## config.mk

```make
export PLATFORM = sky130hd
export DESIGN_NAME = vrc_top
export DESIGN_NICKNAME = d
export VERILOG_FILES = /design/src/vrc_pkg.sv /design/src/vrc_tap_if.sv /design/src/vrc_tap_decode.sv /design/src/vrc_top.sv
export SDC_FILE = /design/constraint.sdc
export NUM_CORES = 1
export LEC_CHECK = 0
export CAP_MARGIN = 20
export CORE_MARGIN = 2
export CORE_UTILIZATION = 40
export CTS_BUF_LIST = sky130_fd_sc_hd__clkbuf_16
export DETAILED_ROUTE_END_ITERATION = 6
export DONT_BUFFER_PORTS = 1
export PLACE_DENSITY_LB_ADDON = 0.1
export SLEW_MARGIN = 20
export SYNTH_ARGS = -nofsm -noshare
export SYNTH_HDL_FRONTEND = slang
export SYNTH_SLANG_ARGS = --single-unit
export TNS_END_PERCENT = 50
```

## constraint.sdc

```tcl
create_clock -name CLK_I -period 2.2 [get_ports CLK_I]
set_input_delay 0.33 -clock CLK_I [delete_from_list [all_inputs] [get_ports CLK_I]]
set_output_delay 0.33 -clock CLK_I [all_outputs]
set_load 0.01 [all_outputs]
```

## src/vrc_pkg.sv

```systemverilog
// Purpose: Constants and types for the voltage reference control block.
// Assumes: One 40 MHz clock, synchronous active-high reset.
// Notes: Register offsets are byte addresses on a 32-bit Avalon-MM slave.
package vrc_pkg;
  // ----------------------------------------------------------------
  // Register map
  // ----------------------------------------------------------------
  localparam logic [3:0] VRC_CTRL_OFS = 4'h0;
  localparam logic [3:0] VRC_STAT_OFS = 4'h4;
  localparam logic [7:0] VRC_CTRL_RST = 8'h00;
  // ----------------------------------------------------------------
  // Control field positions
  // ----------------------------------------------------------------
  localparam int VRC_POWER_BIT = 7;
  localparam int VRC_PIN_BIT = 6;
  localparam int VRC_RANGE_BIT = 5;
  localparam int VRC_SOURCE_BIT = 4;
  localparam int VRC_LEVEL_MSB = 3;
  localparam int VRC_LEVEL_W = 4;
  localparam int VRC_TAP_W = 32;
  // ----------------------------------------------------------------
  // Ladder geometry
  // ----------------------------------------------------------------
  localparam logic [5:0] VRC_HIGH_BASE = 6'h08;
  localparam logic [7:0] VRC_NO_TAP = 8'h00;
  localparam logic [31:0] VRC_TAP_OFF = 32'h0000_0000;
  typedef enum logic [1:0] {
    VRC_IDLE_S = 2'b01,
    VRC_ACK_S = 2'b10
  } vrc_bus_state_t;
endpackage

```

## src/vrc_tap_if.sv

```systemverilog
// Purpose: Carries the ladder tap request from control to decoder.
// Assumes: Single clock domain.
// Notes: None.
`timescale 1ns/1ps
interface vrc_tap_if;
  logic power_on;
  logic range_sel;
  logic [3:0] level_code;
  logic [31:0] tap_sel;
  modport ctrl
  (
    output power_on,
    output range_sel,
    output level_code,
    input tap_sel
  );
  modport dec
  (
    input power_on,
    input range_sel,
    input level_code,
    output tap_sel
  );
endinterface

```

## src/vrc_tap_decode.sv

```systemverilog
// Purpose: Registered one-hot ladder tap decoder.
// Assumes: Synchronous active-high reset.
// Notes: Low range uses taps 0..15 of a 32-step ladder scaled by 24.
`timescale 1ns/1ps
module vrc_tap_decode
(
  input wire logic clk_i,
  input wire logic reset_i,
  vrc_tap_if.dec tap
);
  import vrc_pkg::*;
  logic [31:0] tap_reg;
  logic [5:0] index;
  always_comb
  begin
    index = tap.range_sel ? {2'b00, tap.level_code} : VRC_HIGH_BASE + {2'b00, tap.level_code};
  end
  always_ff @(posedge clk_i)
  begin
    if (reset_i)
      tap_reg <= VRC_TAP_OFF;
    else if (!tap.power_on)
      tap_reg <= VRC_TAP_OFF;
    else
      tap_reg <= 32'h1 << index[4:0];
  end
  assign tap.tap_sel = tap_reg;

  property p_tap_off;
    @(posedge clk_i) disable iff (reset_i) !tap.power_on |=> tap_reg == VRC_TAP_OFF;
  endproperty
  a_tap_off: assert property (p_tap_off) else $error("Tap active while off.");
  property p_tap_onehot;
    @(posedge clk_i) disable iff (reset_i) tap.power_on |=> $onehot(tap_reg);
  endproperty
  a_tap_onehot: assert property (p_tap_onehot) else $error("Tap not one-hot.");
  property p_range_low;
    @(posedge clk_i) disable iff (reset_i)
      tap.power_on && tap.range_sel |=> tap_reg[15:0] != 16'h0;
  endproperty
  a_range_low: assert property (p_range_low) else $error("Low range tap wrong.");
  property p_range_high;
    @(posedge clk_i) disable iff (reset_i)
      tap.power_on && !tap.range_sel |=> tap_reg[7:0] == 8'h00 && tap_reg[31:24] == 8'h00;
  endproperty
  a_range_high: assert property (p_range_high) else $error("High range tap wrong.");
  c_low: cover property (@(posedge clk_i) tap.power_on && tap.range_sel);
  c_high: cover property (@(posedge clk_i) tap.power_on && !tap.range_sel);
endmodule

```

## src/vrc_top.sv

```systemverilog
// Purpose: Voltage reference control register and ladder control outputs.
// Assumes: Avalon-MM slave, 32-bit data, one 40 MHz clock.
// Notes: Sleep wake-up is not a reset and leaves the register alone.
// Operation
// - Power bit powers ladder on or off.
// - Pin drive bit routes reference to pin.
// - Pin drive overrides pin direction bit.
// - Bit five selects low or high range.
// - Bit four selects reference or supply source.
// - Level code picks one of sixteen taps.
// - Reset clears the control register.
// - Sleep wake-up leaves register unchanged.
// - Runs independent of comparator state.
`timescale 1ns/1ps
module vrc_top
(
  input wire logic CLK_I,
  input wire logic RESET_I,
  input wire logic [3:0] AVS_ADDRESS_I,
  input wire logic AVS_READ_I,
  input wire logic AVS_WRITE_I,
  input wire logic [31:0] AVS_WRITEDATA_I,
  input wire logic [3:0] AVS_BYTEENABLE_I,
  output logic [31:0] AVS_READDATA_O,
  output logic AVS_WAITREQUEST_O,
  output logic [1:0] AVS_RESPONSE_O,
  input wire logic PORT_A2_DIR_I,
  input wire logic PORT_A2_OUT_I,
  input wire logic WAKE_I,
  output logic LADDER_POWER_DOWN_O,
  output logic SOURCE_EXT_O,
  output logic [vrc_pkg::VRC_TAP_W-1:0] TAP_SEL_O,
  output logic PIN_A2_REF_CONNECT_O,
  output logic PIN_A2_OUT_O,
  output logic PIN_A2_OE_N_O
);
  import vrc_pkg::*;

  // ----------------------------------------------------------------
  // Bus slave
  // ----------------------------------------------------------------
  vrc_bus_state_t state_reg;
  logic [7:0] ctrl_reg;
  logic [31:0] rdata_reg;
  logic [1:0] resp_reg;
  logic req;
  logic hit_ctrl;
  logic hit_stat;
  logic [7:0] status_val;
  vrc_tap_if tap_bus();

  assign req = AVS_READ_I || AVS_WRITE_I;
  assign hit_ctrl = AVS_ADDRESS_I == VRC_CTRL_OFS;
  assign hit_stat = AVS_ADDRESS_I == VRC_STAT_OFS;
  // One wait cycle; the request is acknowledged on the second edge.
  assign AVS_WAITREQUEST_O = !(state_reg == VRC_ACK_S);
  assign AVS_READDATA_O = rdata_reg;
  assign AVS_RESPONSE_O = resp_reg;

  always_ff @(posedge CLK_I)
  begin
    if (RESET_I)
      state_reg <= VRC_IDLE_S;
    else
    begin
      unique case (state_reg)
        VRC_IDLE_S: if (req) state_reg <= VRC_ACK_S;
        VRC_ACK_S: state_reg <= VRC_IDLE_S;
        default: state_reg <= VRC_IDLE_S;
      endcase
    end
  end

  always_ff @(posedge CLK_I)
  begin
    if (RESET_I)
      ctrl_reg <= VRC_CTRL_RST;
    // wake-up untouched
    // The write lands at the acknowledge edge, where the master is known to hold it.
    else if (AVS_WRITE_I && state_reg == VRC_ACK_S && hit_ctrl && AVS_BYTEENABLE_I[0])
      ctrl_reg <= AVS_WRITEDATA_I[7:0];
  end

  assign status_val = {7'h00, |TAP_SEL_O};

  always_ff @(posedge CLK_I)
  begin
    if (RESET_I)
    begin
      rdata_reg <= 32'h0000_0000;
      resp_reg <= 2'h0;
    end
    else if (req && state_reg == VRC_IDLE_S)
    begin
      resp_reg <= (hit_ctrl || hit_stat) ? 2'h0 : 2'h3;
      if (AVS_READ_I && hit_ctrl)
        rdata_reg <= {24'h000000, ctrl_reg};
      else if (AVS_READ_I && hit_stat)
        rdata_reg <= {24'h000000, status_val};
      else
        rdata_reg <= 32'h0000_0000;
    end
  end

  // ----------------------------------------------------------------
  // Ladder and pin control
  // ----------------------------------------------------------------
  // no comparator inputs
  assign tap_bus.power_on = ctrl_reg[VRC_POWER_BIT];
  assign tap_bus.range_sel = ctrl_reg[VRC_RANGE_BIT];
  assign tap_bus.level_code = ctrl_reg[VRC_LEVEL_MSB -: VRC_LEVEL_W];

  vrc_tap_decode u_dec
  (
    .clk_i(CLK_I),
    .reset_i(RESET_I),
    .tap(tap_bus)
  );
  assign TAP_SEL_O = tap_bus.tap_sel;

  always_ff @(posedge CLK_I)
  begin
    if (RESET_I)
    begin
      LADDER_POWER_DOWN_O <= 1'b1;
      SOURCE_EXT_O <= 1'b0;
      PIN_A2_REF_CONNECT_O <= 1'b0;
      PIN_A2_OUT_O <= 1'b0;
      PIN_A2_OE_N_O <= 1'b1;
    end
    else
    begin
      LADDER_POWER_DOWN_O <= !ctrl_reg[VRC_POWER_BIT];
      SOURCE_EXT_O <= ctrl_reg[VRC_SOURCE_BIT];
      PIN_A2_REF_CONNECT_O <= ctrl_reg[VRC_PIN_BIT];
      PIN_A2_OUT_O <= PORT_A2_OUT_I;
      PIN_A2_OE_N_O <= ctrl_reg[VRC_PIN_BIT] ? 1'b1 : PORT_A2_DIR_I;
    end
  end

  // ----------------------------------------------------------------
  // Checks
  // ----------------------------------------------------------------
  property p_power;
    @(posedge CLK_I) disable iff (RESET_I)
      1'b1 |=> LADDER_POWER_DOWN_O == !$past(ctrl_reg[VRC_POWER_BIT]);
  endproperty
  a_power: assert property (p_power) else $error("Power state wrong.");
  property p_pin;
    @(posedge CLK_I) disable iff (RESET_I)
      ctrl_reg[VRC_PIN_BIT] |=> PIN_A2_REF_CONNECT_O;
  endproperty
  a_pin: assert property (p_pin) else $error("Pin not connected.");
  property p_override;
    @(posedge CLK_I) disable iff (RESET_I)
      ctrl_reg[VRC_PIN_BIT] && !PORT_A2_DIR_I |=> PIN_A2_OE_N_O;
  endproperty
  a_override: assert property (p_override) else $error("Direction not overridden.");
  property p_source;
    @(posedge CLK_I) disable iff (RESET_I)
      1'b1 |=> SOURCE_EXT_O == $past(ctrl_reg[VRC_SOURCE_BIT]);
  endproperty
  a_source: assert property (p_source) else $error("Source wrong.");
  property p_reset;
    @(posedge CLK_I) RESET_I |=> ctrl_reg == VRC_CTRL_RST;
  endproperty
  a_reset: assert property (p_reset) else $error("Reset did not clear.");
  property p_hold;
    @(posedge CLK_I) disable iff (RESET_I)
      !AVS_WRITE_I ##1 WAKE_I |-> $stable(ctrl_reg);
  endproperty
  a_hold: assert property (p_hold) else $error("Register changed on wake.");
  property p_ack;
    @(posedge CLK_I) disable iff (RESET_I)
      req && state_reg == VRC_IDLE_S |=> !AVS_WAITREQUEST_O;
  endproperty
  a_ack: assert property (p_ack) else $error("No acknowledge.");

  // ----------------------------------------------------------------
  // Pin, ladder tap and register checks
  // ----------------------------------------------------------------
  property p_pin_off;
    @(posedge CLK_I) disable iff (RESET_I)
      !ctrl_reg[VRC_PIN_BIT] |=> !PIN_A2_REF_CONNECT_O;
  endproperty
  a_pin_off: assert property (p_pin_off) else $error("Pin still connected.");
  property p_dir_follow;
    @(posedge CLK_I) disable iff (RESET_I)
      !ctrl_reg[VRC_PIN_BIT] |=> PIN_A2_OE_N_O == $past(PORT_A2_DIR_I);
  endproperty
  a_dir_follow: assert property (p_dir_follow) else $error("Direction ignored.");
  property p_pin_out;
    @(posedge CLK_I) disable iff (RESET_I)
      1'b1 |=> PIN_A2_OUT_O == $past(PORT_A2_OUT_I);
  endproperty
  a_pin_out: assert property (p_pin_out) else $error("Port data wrong.");
  property p_tap_dark;
    @(posedge CLK_I) disable iff (RESET_I)
      LADDER_POWER_DOWN_O |-> TAP_SEL_O == VRC_TAP_OFF;
  endproperty
  a_tap_dark: assert property (p_tap_dark) else $error("Tap active in power down.");
  property p_no_stray;
    @(posedge CLK_I) disable iff (RESET_I)
      !(AVS_WRITE_I && !AVS_WAITREQUEST_O) |=> $stable(ctrl_reg);
  endproperty
  a_no_stray: assert property (p_no_stray) else $error("Register changed unwritten.");
  property p_reset_out;
    @(posedge CLK_I)
      RESET_I |=> LADDER_POWER_DOWN_O && !PIN_A2_REF_CONNECT_O && PIN_A2_OE_N_O;
  endproperty
  a_reset_out: assert property (p_reset_out) else $error("Outputs not reset.");
  c_write: cover property (@(posedge CLK_I) AVS_WRITE_I && !AVS_WAITREQUEST_O && hit_ctrl);
  c_pin: cover property (@(posedge CLK_I) PIN_A2_REF_CONNECT_O);
  c_on: cover property (@(posedge CLK_I) !LADDER_POWER_DOWN_O);
endmodule

```

==> impl_metrics.tcl, run 1 <==
set metrics [dict create \
    outcome "completed" \
    clock_latency_ps 290 \
    required_ps 2350 \
    max_freq_mhz 697 \
    arrival_ps 1590 \
    nets 253 \
    power_density_mw_per_mm2 890 \
    ir_worst_vdd_uv 304 \
    largest_register_ffs 32 \
    vias_per_cell 4.67 \
    critPathCaptureType "flop" \
    fin_util 0.439 \
    timing.rr.end "AVS_READDATA_O[0]" \
    setup_viol 0 \
    initial_core_util 0.415 \
    ys_seq_elements 56 \
    n_antenna_cell 0 \
    min_path_cells 1 \
    seqPwrFrac 0.557 \
    grt_pass1_wl_mm 5.62 \
    slowest_delay_ps 360 \
    ys.flop_type "dfxtp_1" \
    critical_path_buf_inv_count 0 \
    dpl-instance-area_mm2 0.00194 \
    fin_tns_setup_ps 0 \
    grt-ovfl-total 0 \
    hp-start "RESET_I" \
    worst_pin_slew_ps 585 \
    die_w_um 74.3 \
    ctsResizeCount 0 \
    p_leak_nw 0.848 \
    postCtsHoldBufs 0 \
    worst_setup_path_start_kind "flop" \
    yosysSeqAreaShare 0.568 \
    drtIter0Drc 72 \
    p_comb_frac 0.030 \
    drtAntennaViolNets 0 \
    r2r_slack_ps 770 \
    synth.area.top_cells "dfxtp_1 (57%), nor2_1 (10%), buf_4 (9.5%)" \
    core_mm2 0.00475 \
    ys_warn_count 0 \
    firstDrtPassIters 4 \
    slew_headroom 0.608 \
    grt.total_usage 0.142 \
    path_clk_slew_ps 70 \
    synth.cell_area_mm2 0.00197 \
    regToRegStartpoint "u_dec.tap.tap_sel[24]" \
    clkPwrFrac 0.413 \
    yosysTopAreaCell "dfxtp_1" \
    route.detailed.drc 0 \
    hold_end "AVS_READDATA_O[0]" \
    synth.avg_cell_area_um2 9.63 \
    clock-sinks 56 \
    syn2layout_area_growth_pct 5.70 \
    fin_crit_sh 0.652 \
    final.min_clock_period_ps 1430 \
    ff_latch_area_mm2 0.00112 \
    crit_chain "nor4_1 > nand4_1 > o2111ai_1 > a221oi_2" \
    slowest_stage "nor4_1" \
    grt_pass1_vias 1122 \
    cp-startpoint "u_dec.tap.tap_sel[24]" \
    swShare 0.214 \
    routed_wirelength_mm 3.85 \
    ys_types 27 \
    finalMaxSlewViolations 0 \
    antenna_found_initial 0 \
    port_buffers 0 \
    post_cts_buffers 0 \
    p_switching_mw 0.397 \
    maxCapViolCount 0 \
    drive_above_1_share 0.0680 \
    grt_max_degree 24 \
    io_pins 119 \
    yosysTopAreaCellShare 0.568 \
    critPathKind "flop to flop" \
    hold_viol 0 \
    crit_family "simple AND/OR/NAND/NOR gates" \
    synthArstFlopShare 0 \
    finClkSkew_ps 4.37 \
    hpwl_mm 2.95 \
    cp_num_cells 4 \
    cts_root_buffer "clkbuf_16" \
    grt_setup_unrepaired "no" \
    htreeDepth 2 \
    cts_tree "done" \
    dieArea_mm2 0.00551 \
    path_max_fanout 2 \
    dr_total_vias 1274 \
    die_y_um 74.3 \
    cts.path.max_buffers 2 \
    routedWlPerCell_um 14.1 \
    synth_edf_count 0 \
    design_area_mm2 0.00209 \
    postSynthCellCount 205 \
    globalplace.congestion 0.728 \
    hold_path.class "primary input to flop" \
    p_int_mw 1.46 \
    multi_input_area_um2 707 \
    rows 25 \
    fill_cells 475 \
    ff2ff_path_depth 4 \
    cts_made_buffers 5 \
]
-- power by group through the flow --
| stage | combinational [mW] | clock [mW] | sequential, mW |
|---|---|---|---|
| final | 0.0562 | 0.767 | 1.03 |
| after global routing | 0.0621 | 0.818 | 1.03 |
| after CTS | 0.0557 | 0.780 | 1.03 |
| after detailed placement | 0.0558 | 0 | 1.06 |
| after floorplan | 0.0872 | 0 | 1.05 |
| after global placement | 0.0549 | 0 | 1.06 |
-- placed cells by master, fill, tap and decap left out, types with 2 or more instances in the layout --
cell type,Yosys,layout
dfxtp_1,56,56
nor2_1,54,54
conb_1,1,24
nand2_1,8,8
mux2i_1,8,8
nor4_1,8,8
inv_1,6,7
a22oi_1,7,7
nor2b_1,5,5
clkbuf_16,0,5
nand2b_1,4,4
nand4_1,2,2
nand3_1,2,2
-- cell families after synthesis --
| kind of cell | Yosys count | synth area share |
|---|---|---|
| AO/OA/AOI/OAI | 10 | 0.0425 |
| buffers and inverters | 37 | 0.118 |
| flip-flops | 56 | 0.568 |
| multiplexers | 9 | 0.0463 |
| other | 1 | 0.00190 |
| adder cells (fa/ha/maj) | 1 | 0.00634 |
| AND/OR/NAND/NOR | 91 | 0.217 |
-- worst reg2reg max path: cells and delay by family, from the launching register on --
kind               cells  cell delay [ps]
and+or+nand+nor        2              580
AOI/OAI and AO/OA      2              360
DFF                    1              350
-- layout make-up --
type / count / area share
Timing Repair Buffer: 1 / 0.00360
Tap cell: 67 / 0.0402
Inverter: 6 / 0.0108
Clock buffer: 5 / 0.0600
Clock inverter: 3 / 0.00959
Multi-Input combinational cell: 135 / 0.339
Sequential cell: 56 / 0.537
-- how the worst max path moves through the flow --
stage                              to  slack, ps
global route        AVS_READDATA_O[0]        630
CTS                 AVS_READDATA_O[0]        710
global placement    AVS_READDATA_O[0]        710
detailed placement        ctrl_reg[6]        710
finish              AVS_READDATA_O[0]        770
floorplan           AVS_READDATA_O[0]        890
-- metal layers --
metal / share of wire / track usage / up-vias
li1: - / - / 622
met1: 0.41 / 0.173 / 586
met2: 0.47 / 0.219 / 62
met3: 0.11 / 0.0650 / 4
met4: 0.012 / 0.0595 / 0
met5: 0 / 0 / -
-- through the flow --
step	power, mW	setup slack (ps)	cells	hold slack, ps
after detailed placement	1.11	708	265	401
after floorplan	1.14	894	228	402
after global placement	1.11	713	265	400
after CTS	1.87	707	273	95.3
final	1.86	766	273	103
after global routing	1.91	630	273	94.7
-- Yosys cell counts (all sizes together) (2+ instances only) --
cell type / instances
dfxtp: 56
nor2: 55
buf: 25
mux2i: 8
nand2: 8
nor4: 8
a22oi: 7
clkbuf: 6
inv: 6
nor2b: 5
nand2b: 4
nand3: 3
nand4: 2
Note: power is estimated with default switching activity, not from simulation.
==> run 2, diff against run 1 <==
--- a/config.mk
+++ b/config.mk
@@ -5,6 +5,7 @@
 export SDC_FILE = /design/constraint.sdc
 export NUM_CORES = 1
 export LEC_CHECK = 0
+export ABC_AREA = 1
 export CAP_MARGIN = 20
 export CORE_MARGIN = 2
 export CORE_UTILIZATION = 40
==> constraint.sdc (replaced) <==
create_clock -name CLK_I -period 1.1 [get_ports CLK_I]
set_input_delay 0.165 -clock CLK_I [delete_from_list [all_inputs] [get_ports CLK_I]]
set_output_delay 0.165 -clock CLK_I [all_outputs]
set_load 0.01 [all_outputs]
==> run 2 against run 1 <==
- critical endpoint unchanged
- worst hold slack got worse by 94 ps
- count of clock-buffer cells in the layout unchanged
- global-route usage up 0.47 points
- routed wire length up 13%
- clock skew is 2.7 ps higher
==> impl_metrics.tcl, run 2 <==
set metrics [dict create \
    outcome "completed" \
    port_buffers 0 \
    initial_core_util 0.416 \
    critPathKind "flop to flop" \
    die_y_um 77.1 \
    path_clk_slew_ps 60 \
    required_ps 1310 \
    grt_setup_unrepaired "yes" \
    routedWlPerCell_um 11.6 \
    hold_path.class "primary input to flop" \
    io_pins 119 \
    hp-start "AVS_WRITEDATA_I[4]" \
    finClkSkew_ps 7.07 \
    regToRegStartpoint "state_reg[0]" \
    dieArea_mm2 0.00594 \
    worst_setup_path_start_kind "flop" \
    place_inst 359 \
    grt_pass1_vias 1480 \
    die_w_um 77.1 \
    hold_end "ctrl_reg[4]" \
    drive_above_1_share 0.239 \
    cts.path.max_buffers 2 \
    rows 26 \
    synth.area.top_cells "dfxtp_1 (52%), nor2_1 (12%), buf_4 (8.8%)" \
    cts_root_buffer "clkbuf_16" \
    globalplace.congestion 0.733 \
    synth.avg_cell_area_um2 8.31 \
    yosysTopAreaCell "dfxtp_1" \
    arrival_ps 1310 \
    use_met3 0.0388 \
    use_met1 0.186 \
    ys_types 25 \
    largest_register_ffs 32 \
    maxCapViolCount 0 \
    final_cell_mix "nor2_1 (63), dfxtp_1 (53), buf_4 (45)" \
    use_met2 0.246 \
    fin_cells 375 \
    ys.flop_type "dfxtp_1" \
    route.detailed.drc 0 \
    power_density_mw_per_mm2 1440 \
    critPathCaptureType "flop" \
    vias_per_cell 4.35 \
    busiest_layer "met2" \
    fill_cells 512 \
    ys_seq_elements 56 \
    p_comb_frac 0.057 \
    r2r_slack_ps 3 \
    dr_total_vias 1633 \
    p_switching_mw 0.868 \
    htreeDepth 2 \
    firstDrtPassIters 4 \
    cts_tree "done" \
    antenna_found_initial 0 \
    routed_wirelength_mm 4.36 \
    grt_pass1_wl_mm 7.00 \
    yosysSeqAreaShare 0.525 \
    ir_worst_vdd_uv 912 \
    postSynthCellCount 257 \
    ys_top_cells_by_count "nor2_1 (66), dfxtp_1 (56), buf_4 (25)" \
    yosysMostFrequentCell "nor2_1" \
    fin_crit_sh 0.997 \
    ff2ff_path_depth 5 \
    synth.cell_area_mm2 0.00214 \
    syn2layout_area_growth_pct 24.8 \
    drtAntennaViolNets 0 \
    clkPwrFrac 0.393 \
    crit_chain "inv_2 > nor3_2 > buf_4 > o21ai_0 > a21oi_1" \
    fin_util 0.519 \
    synthArstFlopShare 0 \
    finalMaxSlewViolations 0 \
    grt_max_degree 20 \
    p_leak_nw 1.20 \
    final.min_clock_period_ps 1100 \
    drtIter0Drc 35 \
    n_antenna_cell 0 \
    p_int_mw 2.98 \
    critical_path_buf_inv_count 2 \
    setup_viol 0 \
    hpwl_mm 3.19 \
    ys_warn_count 0 \
    nets 352 \
    crit_family "flip-flops" \
    grt.total_usage 0.147 \
    slowest_delay_ps 320 \
    hold_viol 0 \
    path_max_fanout 8 \
    seqPwrFrac 0.550 \
    final_common_cell "nor2_1" \
    swShare 0.226 \
    clock-sinks 56 \
    yosysTopAreaCellShare 0.525 \
    clock_latency_ps 290 \
    core_mm2 0.00514 \
    grt-ovfl-total 0 \
    timing.rr.end "AVS_READDATA_O[0]" \
    slowest_stage "dfxtp_1" \
    cts_made_buffers 5 \
    max_freq_mhz 912 \
    min_path_cells 2 \
    synth_edf_count 0 \
]
## run 2: per-stage QoR
stage / setup TNS, ps / total power, mW / setup WS (ps) / instance area, um2 / hold WS [ps]
floorplan: 0 / 2.37 / 0.240 / 2250 / 236
global placement: -852 / 2.35 / -69.1 / 2440 / 237
detailed placement: -1090 / 2.36 / -57.8 / 2440 / 240
CTS: -9.99 / 3.88 / -9.99 / 2660 / 4.56
global route: -829 / 3.99 / -77.9 / 2670 / 10.2
finish: 0 / 3.85 / 3.39 / 2670 / 9.74
## run 2: final cells by class
| cell class | count | area (um2) | share of cell area |
|---|---|---|---|
| clock buffers | 5 | 125 | 0.0469 |
| clock inverters | 3 | 15.0 | 0.00563 |
| inverters | 23 | 88.8 | 0.0333 |
| multi-input cells | 165 | 797 | 0.299 |
| flip-flops and latches | 56 | 1120 | 0.422 |
| well taps | 70 | 87.6 | 0.0328 |
| repair buffers | 53 | 428 | 0.160 |
## run 2: cell families after synthesis
kind of cell | synth area share
buffers and inverters | 0.159
AO/OA/AOI/OAI | 0.0920
flip-flops | 0.525
AND/OR/NAND/NOR | 0.217
other | 0.00176
adder cells (fa/ha/maj) | 0.00586
## run 2: routing by layer
layer | up-vias | wire length (um) | part of all wire
li1 | 866 | - | -
met1 | 713 | 2090 | 0.48
met2 | 50 | 1970 | 0.45
met3 | 4 | 273 | 0.063
met4 | 0 | 23 | 0.0053
met5 | - | 0 | 0
## run 2: repair_timing
action,4_1_cts,5_1_grt
endpoints found under the hold margin,10,0
resized for setup,4,7
hold buffers,7,0
pin swaps,0,7
setup buffers,0,2
setup endpoints to repair,32,41
## run 2: power groups by stage
stage | logic [mW] | registers [mW] | clock network, mW
finish | 0.220 | 2.12 | 1.51
global placement | 0.191 | 2.16 | 0
CTS | 0.219 | 2.12 | 1.54
global route | 0.247 | 2.12 | 1.62
floorplan | 0.216 | 2.16 | 0
detailed placement | 0.193 | 2.16 | 0
## run 2: how the worst max path moves through the flow
stage                                 end  cells past startpoint  slack [ps]    startpoint
CTS                           ctrl_reg[4]                      6         -10  state_reg[0]
global route            AVS_READDATA_O[0]                      5         -80  state_reg[0]
floorplan           u_dec.tap.tap_sel[15]                      6         0.2   ctrl_reg[5]
detailed placement  u_dec.tap.tap_sel[29]                      4         -60   ctrl_reg[3]
finish                  AVS_READDATA_O[0]                      5           3  state_reg[0]
global placement        AVS_READDATA_O[0]                      5         -70  state_reg[0]
==> run 3, diff against run 2 <==
--- a/config.mk
+++ b/config.mk
@@ -12,6 +12,7 @@
 export CTS_BUF_LIST = sky130_fd_sc_hd__clkbuf_16
 export DETAILED_ROUTE_END_ITERATION = 6
 export DONT_BUFFER_PORTS = 1
+export HOLD_SLACK_MARGIN = 0.02
 export PLACE_DENSITY_LB_ADDON = 0.1
 export SLEW_MARGIN = 20
 export SYNTH_ARGS = -nofsm -noshare
==> run 3 against run 2 <==
- global-route usage rose by 0.10 points
- register-to-register slack barely moved
- worst setup slack improved by 0.62 ps
- sequential power barely moved
- clock power barely moved
- core utilization rose by 0.78 points
- critical path depth rose by 1
- die area did not move
- sequential share of layout area fell by 0.62 points
==> impl_metrics.tcl, run 3 (synthesized netlist as in run 2, its figures left out) <==
set metrics [dict create \
    outcome "completed" \
    seqPwrFrac 0.550 \
    path_clk_slew_ps 70 \
    finClkSkew_ps 6.42 \
    drtAntennaViolNets 0 \
    core_mm2 0.00514 \
    slowest_stage "dfxtp_1" \
    finalMaxSlewViolations 0 \
    initial_core_util 0.416 \
    setup_viol 0 \
    grt_max_degree 20 \
    path_max_fanout 16 \
    critPathKind "flop to flop" \
    cts_made_buffers 5 \
    final_cell_mix "nor2_1 (63), dfxtp_1 (53), buf_4 (45)" \
    routedWlPerCell_um 11.6 \
    p_leak_nw 1.22 \
    fin_cells 379 \
    p_comb_frac 0.060 \
    grt_pass1_wl_mm 7.04 \
    grt.total_usage 0.148 \
    clock_latency_ps 290 \
    fin_crit_sh 0.996 \
    routed_wirelength_mm 4.39 \
    clock-sinks 56 \
    largest_register_ffs 32 \
    final.min_clock_period_ps 1100 \
    cts_tree "done" \
    arrival_ps 1310 \
    port_buffers 0 \
    max_freq_mhz 912 \
    drive_above_1_share 0.236 \
    dr_total_vias 1659 \
    maxCapViolCount 0 \
    io_pins 119 \
    p_switching_mw 0.865 \
    final_common_cell "nor2_1" \
    slowest_delay_ps 310 \
    htreeDepth 2 \
    power_density_mw_per_mm2 1420 \
    die_y_um 77.1 \
    crit_chain "inv_2 > nand4_1 > nor3_4 > buf_12 > o21ai_0 > a21oi_1" \
    fin_util 0.527 \
    hpwl_mm 3.19 \
    grt-ovfl-total 0 \
    place_inst 359 \
    drtIter0Drc 46 \
    swShare 0.224 \
    antenna_found_initial 0 \
    clkPwrFrac 0.391 \
    required_ps 1320 \
    worst_setup_path_start_kind "flop" \
    n_antenna_cell 0 \
    route.detailed.drc 0 \
    globalplace.congestion 0.733 \
    vias_per_cell 4.38 \
    p_int_mw 2.99 \
    cts.path.max_buffers 2 \
    syn2layout_area_growth_pct 26.7 \
    hold_viol 0 \
    firstDrtPassIters 3 \
    cts_root_buffer "clkbuf_16" \
    die_w_um 77.1 \
    rows 26 \
    hold_path.class "primary input to flop" \
    ir_worst_vdd_uv 888 \
    critPathCaptureType "flop" \
    dieArea_mm2 0.00594 \
    nets 356 \
    grt_setup_unrepaired "yes" \
    grt_pass1_vias 1509 \
]
run 3: cell count changes in the layout (fill, tap and decap cells not counted):
cell	delta
dlygate4sd3_1	+4
run 3: critical path: cells and delay by family, from the launching register on:
family / cells / cell delay, ps
simple gates: 2 / 300
buf+inv: 2 / 220
flops: 1 / 310
compound gates: 2 / 190
run 3: final timing paths:
check | startpoint | slack (ps) | depth (start not counted) | to
max reg2reg | state_reg[0] | 4 | 6 | ctrl_reg[3]
max | state_reg[0] | 4 | 6 | ctrl_reg[3]
min | RESET_I | 40 | 2 | LADDER_POWER_DOWN_O
min reg2reg | ctrl_reg[4] | 430 | 2 | SOURCE_EXT_O
run 3: layout make-up:
type	instances	area [um2]
clock buffers	5	125
clock inverters	3	15.0
fillers	512	2430
inverters	23	88.8
multi-input cells	165	797
flip-flops and latches	56	1120
well taps	70	87.6
repair buffers	57	468
run 3: what timing repair did:
item,CTS,global route
endpoints found under the hold margin,14,0
gates resized for setup,4,7
hold buffers,11,0
pin swaps,0,8
setup endpoints to repair,32,42
buffers inserted,0,2
run 3: metal layers:
metal / vias up / GRT usage / part of all wire
met5: - / 0 / 0
met4: 0 / 0.0482 / 0.0091
met3: 6 / 0.0376 / 0.059
met2: 50 / 0.244 / 0.46
met1: 731 / 0.189 / 0.47
li1: 872 / - / -
run 3: stage by stage:
step / TNS, ps / setup WS, ps / hold slack (ps) / instance area [um2] / power (mW)
after floorplan: 0 / 0.240 / 236 / 2250 / 2.37
after CTS: -9.99 / -9.99 / 34.0 / 2700 / 3.89
final: 0 / 4.01 / 38.7 / 2710 / 3.85
after global routing: -832 / -77.9 / 55.5 / 2710 / 4.00
after detailed placement: -1090 / -57.8 / 240 / 2440 / 2.36
after global placement: -852 / -69.1 / 237 / 2440 / 2.35
run 3: power by group through the flow:
stage,clock network (mW),logic (mW),registers (mW)
floorplan,0,0.216,2.16
global placement,0,0.191,2.16
detailed placement,0,0.193,2.16
CTS,1.54,0.230,2.12
global route,1.62,0.259,2.12
finish,1.51,0.230,2.12
